===== config.mk =====
export PLATFORM = sky130hd
export DESIGN_NAME = tqff_loop
export DESIGN_NICKNAME = d
export VERILOG_FILES = /design/src/tqff_pkg.sv /design/src/tqff_loop.sv
export SDC_FILE = /design/constraint.sdc
export NUM_CORES = 1
export LEC_CHECK = 0
export BUFFER_PORTS_ARGS = -buffer_cell sky130_fd_sc_hd__buf_2
export CAP_MARGIN = 20
export CORE_AREA = 2 2 226 228
export DETAILED_ROUTE_END_ITERATION = 7
export DIE_AREA = 0 0 228 230
export HOLD_SLACK_MARGIN = 0.05
export PLACE_DENSITY = 0.73
export SYNTH_ARGS = -nofsm -noshare
export SYNTH_HDL_FRONTEND = slang
export SYNTH_SLANG_ARGS = --single-unit

===== constraint.sdc =====
create_clock -name pclk -period 33.2 [get_ports pclk]
set_input_delay 9.96 -clock pclk [delete_from_list [all_inputs] [get_ports pclk]]
set_output_delay 9.96 -clock pclk [all_outputs]
set_load 0.01 [all_outputs]

===== src/tqff_pkg.sv =====
// package for the torque feedforward and two-degree-of-freedom block
// assumes a 250 MHz pclk and a 32-bit APB master
package tqff_pkg;
   // ************************************************************
   // register map (byte addresses)
   // ************************************************************
   localparam logic [11:0] TQFF_ADDR_SRC_SEL = 12'h000;
   localparam logic [11:0] TQFF_ADDR_FF_GAIN = 12'h004;
   localparam logic [11:0] TQFF_ADDR_FF_FILT = 12'h008;
   localparam logic [11:0] TQFF_ADDR_TDOF_COEF = 12'h00c;
   localparam logic [11:0] TQFF_ADDR_STATUS = 12'h010;
   localparam logic [11:0] TQFF_ADDR_FF_TERM = 12'h014;
   localparam logic [11:0] TQFF_ADDR_TQ_OUT = 12'h018;
   // ************************************************************
   // field layout and reset values
   // ************************************************************
   localparam int TQFF_POL_BIT = 5;
   localparam logic [1:0] TQFF_SRC_NONE = 2'h0;
   localparam logic [1:0] TQFF_SRC_INTERNAL = 2'h1;
   localparam logic [1:0] TQFF_SRC_EXTERNAL = 2'h2;
   localparam logic [15:0] TQFF_GAIN_RST = 16'h0000;
   localparam logic [15:0] TQFF_FILT_RST = 16'h0000;
   // coefficient in tenths of a percent: 1000 is 100.0
   localparam logic [15:0] TQFF_TDOF_FULL = 16'h03e8;
   // feedforward gain is in tenths of a percent: 1000 is unity
   localparam logic [15:0] TQFF_GAIN_UNITY = 16'h03e8;
   localparam logic [15:0] TQFF_TQ_MAX = 16'h7fff;
   localparam logic [15:0] TQFF_TQ_MIN = 16'h8000;
   localparam logic [1:0] TQFF_MODE_POS = 2'h0;
   localparam logic [1:0] TQFF_MODE_SPD = 2'h1;
   localparam logic [1:0] TQFF_MODE_TRQ = 2'h2;
   localparam logic [31:0] TQFF_RDATA_ZERO = 32'h0000_0000;
endpackage : tqff_pkg


===== src/tqff_loop.sv =====
// torque feedforward path and two-degree-of-freedom selection
// assumes samples arrive with sample_en, same clock, from the speed regulator
//
// Function
// feedforward active only when the source selection is non-zero
// source one derives feedforward from the speed command
// in position mode the speed command is the position controller output
// source two uses the external torque offset in 0.1 percent
// with external source, polarity bit five inverts the feedforward sign
// feedforward term applied only for non-zero gain, scaled by it
// gain and filter time are separately settable
// coefficient 100.0 keeps plain proportional-integral velocity loop
// other coefficients select two-degree-of-freedom, except in torque mode
// operator raises gain from zero with filter at default
// scaled filtered term adds to regulator torque, saturated
`timescale 1ns/100ps
module tqff_loop
   import tqff_pkg::*;
(
   input wire logic pclk,
   input wire logic presetn,
   input wire logic psel,
   input wire logic penable,
   input wire logic pwrite,
   input wire logic [11:0] paddr,
   input wire logic [31:0] pwdata,
   output logic [31:0] prdata,
   output logic pready,
   output logic pslverr,
   input wire logic sample_en,
   input wire logic [1:0] ctrl_mode,
   input wire logic [15:0] speed_cmd,
   input wire logic [15:0] pos_ctrl_out,
   input wire logic [15:0] torque_offset,
   input wire logic [7:0] polarity,
   input wire logic [15:0] reg_torque,
   output logic [15:0] torque_out,
   output logic [15:0] ff_term,
   output logic tdof_active,
   output logic tdof_coef_valid,
   output logic [15:0] tdof_coef_out
);
   // ************************************************************
   // registers
   // ************************************************************
   logic [1:0] src_sel;
   logic [15:0] ff_gain;
   logic [15:0] ff_filt;
   logic [15:0] tdof_coef;
   logic [15:0] filt_acc;
   logic wr_en;
   logic rd_en;
   logic addr_ok;
   logic sel_src;
   logic sel_gain;
   logic sel_filt;
   logic sel_coef;
   logic sel_status;
   logic sel_term;
   logic sel_tq;
   logic [31:0] next_prdata;

   // zero wait states: every access ends in its first access cycle
   assign pready = 1'b1;
   assign wr_en = psel & penable & pwrite;
   // read data captured in setup so it stands through the access phase
   assign rd_en = psel & ~penable & ~pwrite;

   // ************************************************************
   // address decode
   // ************************************************************
   always_comb begin
      sel_src = 1'b0;
      sel_gain = 1'b0;
      sel_filt = 1'b0;
      sel_coef = 1'b0;
      sel_status = 1'b0;
      sel_term = 1'b0;
      sel_tq = 1'b0;
      if (paddr == TQFF_ADDR_SRC_SEL) begin
         sel_src = 1'b1;
      end else if (paddr == TQFF_ADDR_FF_GAIN) begin
         sel_gain = 1'b1;
      end else if (paddr == TQFF_ADDR_FF_FILT) begin
         sel_filt = 1'b1;
      end else if (paddr == TQFF_ADDR_TDOF_COEF) begin
         sel_coef = 1'b1;
      end else if (paddr == TQFF_ADDR_STATUS) begin
         sel_status = 1'b1;
      end else if (paddr == TQFF_ADDR_FF_TERM) begin
         sel_term = 1'b1;
      end else if (paddr == TQFF_ADDR_TQ_OUT) begin
         sel_tq = 1'b1;
      end
   end

   assign addr_ok = sel_src | sel_gain | sel_filt | sel_coef | sel_status | sel_term | sel_tq;
   // unmapped addresses answer with an error and change nothing
   assign pslverr = psel & penable & ~addr_ok;

   // ************************************************************
   // settable parameters, one block each
   // ************************************************************
   always_ff @(posedge pclk or negedge presetn) begin
      if (!presetn) begin
         src_sel <= TQFF_SRC_NONE;
      end else if (wr_en && sel_src) begin
         src_sel <= pwdata[1:0];
      end
   end

   always_ff @(posedge pclk or negedge presetn) begin
      if (!presetn) begin
         ff_gain <= TQFF_GAIN_RST;
      end else if (wr_en && sel_gain) begin
         ff_gain <= pwdata[15:0];
      end
   end

   always_ff @(posedge pclk or negedge presetn) begin
      if (!presetn) begin
         ff_filt <= TQFF_FILT_RST;
      end else if (wr_en && sel_filt) begin
         ff_filt <= pwdata[15:0];
      end
   end

   always_ff @(posedge pclk or negedge presetn) begin
      if (!presetn) begin
         tdof_coef <= TQFF_TDOF_FULL;
      end else if (wr_en && sel_coef) begin
         tdof_coef <= pwdata[15:0];
      end
   end

   // ************************************************************
   // read data
   // ************************************************************
   always_comb begin
      if (sel_src) begin
         next_prdata = {30'h0, src_sel};
      end else if (sel_gain) begin
         next_prdata = {16'h0, ff_gain};
      end else if (sel_filt) begin
         next_prdata = {16'h0, ff_filt};
      end else if (sel_coef) begin
         next_prdata = {16'h0, tdof_coef};
      end else if (sel_status) begin
         next_prdata = {30'h0, tdof_coef_valid, tdof_active};
      end else if (sel_term) begin
         next_prdata = {16'h0, ff_term};
      end else if (sel_tq) begin
         next_prdata = {16'h0, torque_out};
      end else begin
         next_prdata = TQFF_RDATA_ZERO;
      end
   end

   always_ff @(posedge pclk or negedge presetn) begin
      if (!presetn) begin
         prdata <= TQFF_RDATA_ZERO;
      end else if (rd_en) begin
         prdata <= next_prdata;
      end
   end

   // ************************************************************
   // feedforward source
   // ************************************************************
   logic signed [15:0] ff_src;
   logic signed [15:0] spd_src;
   logic signed [15:0] ext_src;
   logic ff_on;

   always_comb begin
      ext_src = $signed(torque_offset);
      if (polarity[TQFF_POL_BIT]) begin
         ext_src = -$signed(torque_offset);
      end
   end

   always_comb begin
      spd_src = (ctrl_mode == TQFF_MODE_POS) ? pos_ctrl_out : speed_cmd;
      ff_src = 16'sh0000;
      if (src_sel == TQFF_SRC_INTERNAL) begin
         ff_src = spd_src;
      end else if (src_sel == TQFF_SRC_EXTERNAL) begin
         ff_src = ext_src;
      end
   end

   // code three selects no source, the same as code zero
   assign ff_on = (src_sel == TQFF_SRC_INTERNAL || src_sel == TQFF_SRC_EXTERNAL)
      && (ff_gain != 16'h0000);

   // ************************************************************
   // first-order filter: acc += (src - acc) >> filt
   // ************************************************************
   logic signed [16:0] filt_diff;
   logic [3:0] filt_shift;
   logic [15:0] next_filt_acc;
   assign filt_shift = (ff_filt > 16'h000f) ? 4'hf : ff_filt[3:0];
   assign filt_diff = 17'(ff_src) - 17'($signed(filt_acc));
   assign next_filt_acc = 16'($signed(filt_acc) + 16'(filt_diff >>> filt_shift));

   always_ff @(posedge pclk or negedge presetn) begin
      if (!presetn) begin
         filt_acc <= 16'h0000;
      end else if (sample_en) begin
         filt_acc <= next_filt_acc;
      end
   end

   // ************************************************************
   // gain scaling
   // ************************************************************
   logic signed [32:0] ff_prod;
   logic signed [32:0] ff_scaled;
   logic signed [16:0] next_ff;
   logic signed [17:0] tq_sum;
   logic [15:0] next_torque;
   always_comb begin
      ff_prod = 33'($signed(filt_acc)) * $signed({1'b0, ff_gain});
      ff_scaled = ff_prod / $signed({17'h0, TQFF_GAIN_UNITY});
      if (ff_scaled > 33'sh0_7fff) begin
         next_ff = 17'sh0_7fff;
      end else if (ff_scaled < -33'sh0_8000) begin
         next_ff = -17'sh0_8000;
      end else begin
         next_ff = ff_scaled[16:0];
      end
      if (!ff_on) begin
         next_ff = 17'sh0_0000;
      end
   end

   // ************************************************************
   // torque sum
   // ************************************************************
   always_comb begin
      tq_sum = 18'($signed(reg_torque)) + 18'(next_ff);
      if (tq_sum > 18'($signed({1'b0, TQFF_TQ_MAX}))) begin
         next_torque = TQFF_TQ_MAX;
      end else if (tq_sum < 18'($signed({1'b1, TQFF_TQ_MIN}))) begin
         next_torque = TQFF_TQ_MIN;
      end else begin
         next_torque = tq_sum[15:0];
      end
   end

   // ************************************************************
   // sampled outputs
   // ************************************************************
   always_ff @(posedge pclk or negedge presetn) begin
      if (!presetn) begin
         ff_term <= 16'h0000;
      end else if (sample_en) begin
         ff_term <= next_ff[15:0];
      end
   end

   always_ff @(posedge pclk or negedge presetn) begin
      if (!presetn) begin
         torque_out <= 16'h0000;
      end else if (sample_en) begin
         torque_out <= next_torque;
      end
   end

   // ************************************************************
   // two-degree-of-freedom selection
   // ************************************************************
   logic non_trq;
   logic next_tdof_active;
   logic [15:0] next_tdof_coef;
   assign non_trq = (ctrl_mode != TQFF_MODE_TRQ);

   always_comb begin
      next_tdof_active = 1'b0;
      next_tdof_coef = TQFF_TDOF_FULL;
      if (non_trq) begin
         next_tdof_active = (tdof_coef != TQFF_TDOF_FULL);
         next_tdof_coef = tdof_coef;
      end
   end

   always_ff @(posedge pclk or negedge presetn) begin
      if (!presetn) begin
         tdof_active <= 1'b0;
      end else begin
         tdof_active <= next_tdof_active;
      end
   end

   always_ff @(posedge pclk or negedge presetn) begin
      if (!presetn) begin
         tdof_coef_out <= TQFF_TDOF_FULL;
      end else begin
         tdof_coef_out <= next_tdof_coef;
      end
   end

   always_ff @(posedge pclk or negedge presetn) begin
      if (!presetn) begin
         tdof_coef_valid <= 1'b0;
      end else begin
         tdof_coef_valid <= 1'b1;
      end
   end
endmodule // tqff_loop


==> results by group <==
Synth
  – Post-synthesis cell area: 26,800 um^2
  – Most common cell in the netlist: nand2_1
  – Unique cell type count in the Yosys netlist: 156
  – Synth Area per Inst: 8.10 um^2
  – Synth top cells by count: 358 x nand2_1, 305 x inv_1, 221 x nor2_1
  – Synth warn: 0
  – Async S/R FF share, synth: 100%
  – Register area share after synthesis: 12.4%
  – Number of enable flip-flop cells after synthesis: 0
  – Synth area leaders: fa_1 15%, dfrtp_1 11%, ha_1 8.2%
  – Top FF cell, synth: dfrtp_1
  – Top cell type's share of synthesized area: 14.7%
  – Cell count after synthesis: 3,306
  – Yosys top cell by area: fa_1
  – Register bit count reported by yosys: 132

Cells and area
  – Share of cells above drive strength 1: 14.7%
  – Antenna Cells: 0
  – P&R area growth vs syn: 7.56%
  – Net count, final: 3,887

Clock tree
  – Clk_lat worst skew: 0.43 ns
  – CTS Buffer Depth: 2
  – CTS Root Cell: clkbuf_16
  – TritonCTS clock tree: built
  – H-tree levels: 4
  – Clock-pin slew on the worst setup and hold paths: 0.06 ns
  – CTS Buf Count: 17
  – Hold_buf cts: 0
  – CTS Sinks: 132

Drt
  – Via density: 6.11
  – Post-route ant nets: 0
  – DR iter-0 viols: 2,141
  – Final WL: 73,900 um
  – WL/cell: 18.1 um
  – First drt pass iteration count: 6
  – DRC viols: 0
  – Detailed-route via count: 24,900

Floorplan
  – Row count: 82
  – Die area: 52,400 um^2
  – Num ports: 208
  – Initial Util: 53.7%
  – Die width: 228 um
  – Die Span Y: 230 um
  – Core area: 49,900 um^2

Outcome
  – Outcome: finished, final reports clean

STA
  – Hold Vio Cnt, Final: 0
  – Slew headroom: 31.3%
  – Achievable Freq: 31.8 MHz
  – Fin. max-slew vios: 0
  – Fin crit period: 31.40 ns
  – Layout Skew: 0.0131 ns
  – Fin Setup TNS: 0 ns
  – Final setup viols: 0
  – Period utilisation layout: 94.6%
  – RSZ-0062 raised after global routing: false
  – Worst-margin pin slew: 1.02 ns

Worst hold path
  – Cells on Worst Hold Path: 1
  – Worst Hold Class: reg -> reg

Run
  – Max-Cap Viols: 0

Place
  – Gpl congestion: 0.956
  – Post-detail-place hpwl: 56,900 um
  – I/O Buffers: 167

Setup path
  – Startpoint Class: register
  – Crit path required time: 33.54 ns
  – Slowest cell on crit path: or4bb_1
  – Cell depth of the worst setup path: 107
  – Worst setup path class: reg -> reg
  – Critical path buffers and inverters: 8
  – Top Family by Delay on Critical Path: compound AO/OA/AOI/OAI gates
  – CP Data Arrival Time: 31.74 ns
  – Worst path max stage delay: 0.75 ns
  – Critical path's most frequent cell: a21oi_1
  – Worst r2r path cells: 107
  – Crit end category: register
  – Worst Path Max Fanout: 15

Global route
  – Initial antenna violation count: 1
  – First-pass GRT wire length: 122,000 um
  – GR Overflow Total: 0
  – GRT Total Usage: 28.0%
  – Number of global-route vias before repair: 23,400
  – Largest net degree at the start of global routing: 75
==> worst reg2reg max path, delay by kind of cell (launching register included) <==
| family | cells | cell delay [ns] |
|---|---|---|
| mux | 5 | 1.90 |
| simple gates | 20 | 5.81 |
| fa+ha+maj | 10 | 4.51 |
| flops | 1 | 0.56 |
| compound gates | 61 | 16.64 |
| xor+xnor | 3 | 0.79 |
| buf+inv | 8 | 1.10 |
==> layout by cell type, fill, tap and decap left out, drive strengths merged, types with 57 or more instances in the layout <==
| master | synthesis | layout |
|---|---|---|
| a21o | 57 | 57 |
| o21ai | 153 | 153 |
| xnor2 | 139 | 139 |
| mux2i | 75 | 75 |
| nand3 | 86 | 86 |
| xor2 | 65 | 65 |
| ha | 175 | 175 |
| mux2 | 69 | 69 |
| buf | 65 | 228 |
| nand2 | 363 | 363 |
| a21oi | 221 | 221 |
| inv | 305 | 315 |
| fa | 197 | 197 |
| dfrtp | 120 | 120 |
| nor2 | 227 | 227 |
| and2 | 144 | 144 |
==> sequential cells by signal, indices dropped and copies added (netlist names) <==
name	flops
tdof_coef_valid	1
ff_term	16
tdof_active	1
prdata	16
ff_filt	16
torque_out	16
tdof_coef	16
filt_acc	16
ff_gain	16
src_sel	2
tdof_coef_out	16
==> per-stage QoR <==
stage / std cells / utilization, % / worst slack (ns) / cell area, um^2 / hold slack, ns
4_1_cts: 4067 / 57.4 / 1.17 / 28600 / 0.493
5_1_grt: 4076 / 57.8 / 0.0704 / 28800 / 0.508
2_1_floorplan: 3322 / - / 5.51 / 26900 / 0.488
3_3_place_gp: 4035 / 56.3 / 1.59 / 28100 / 0.473
3_5_place_dp: 4035 / 56.3 / 1.36 / 28100 / 0.479
6_report: 4076 / 57.8 / 1.80 / 28800 / 0.490
==> final cells by class <==
| class | count | area (um^2) |
|---|---|---|
| fillers | 4624 | 21000 |
| repair buffers | 228 | 1330 |
| clock buffers | 18 | 439 |
| flip-flops and latches | 132 | 3330 |
| inverters | 307 | 1160 |
| multi-input cells | 2705 | 21600 |
| well taps | 672 | 841 |
| clock inverters | 14 | 134 |
==> routing by layer <==
layer	vias to the layer above	share of wire (%)	global-route usage [%]
li1	11800	-	-
met1	12000	44	39.1
met2	979	47	45.9
met3	137	6.7	2.98
met4	2	3.1	8.52
met5	-	0.018	0
==> cell families (layout without fill, tap and decap cells) <==
logic type,after synthesis,in the layout,synth area share [%]
DFF,132,132,12.4
and+or+nand+nor,1097,1097,20.5
other,2,18,0.0280
AOI/OAI and AO/OA,860,860,23.4
adders and majority gates,381,381,23.2
buffers and inverters,485,567,7.72
xor gates and xnor gates,204,204,6.95
muxes,145,145,5.87
==> path summary, 6_finish.rpt <==
path | from | to | slack (ns)
max | ff_gain[4]$_DFFE_PN0P_ | torque_out[0]$_DFFE_PN0P_ | 1.80
max reg2reg | ff_gain[4]$_DFFE_PN0P_ | torque_out[0]$_DFFE_PN0P_ | 1.80
max in group asynchronous | presetn | ff_gain[11]$_DFFE_PN0P_ | 22.29
min | prdata[13]$_DFFE_PN0P_ | prdata[13]$_DFFE_PN0P_ | 0.49
min reg2reg | prdata[13]$_DFFE_PN0P_ | prdata[13]$_DFFE_PN0P_ | 0.49
min in group asynchronous | presetn | ff_filt[9]$_DFFE_PN0P_ | 9.50
==> repair_timing <==
item	4_1_cts	5_1_grt
endpoints found under the setup margin	0	16
gates resized for setup	0	20
buffers inserted	0	8
Power is left out: the tool's default activity adds up to more than one toggle a clock period on the data nets, which glitch-free logic cannot reach.
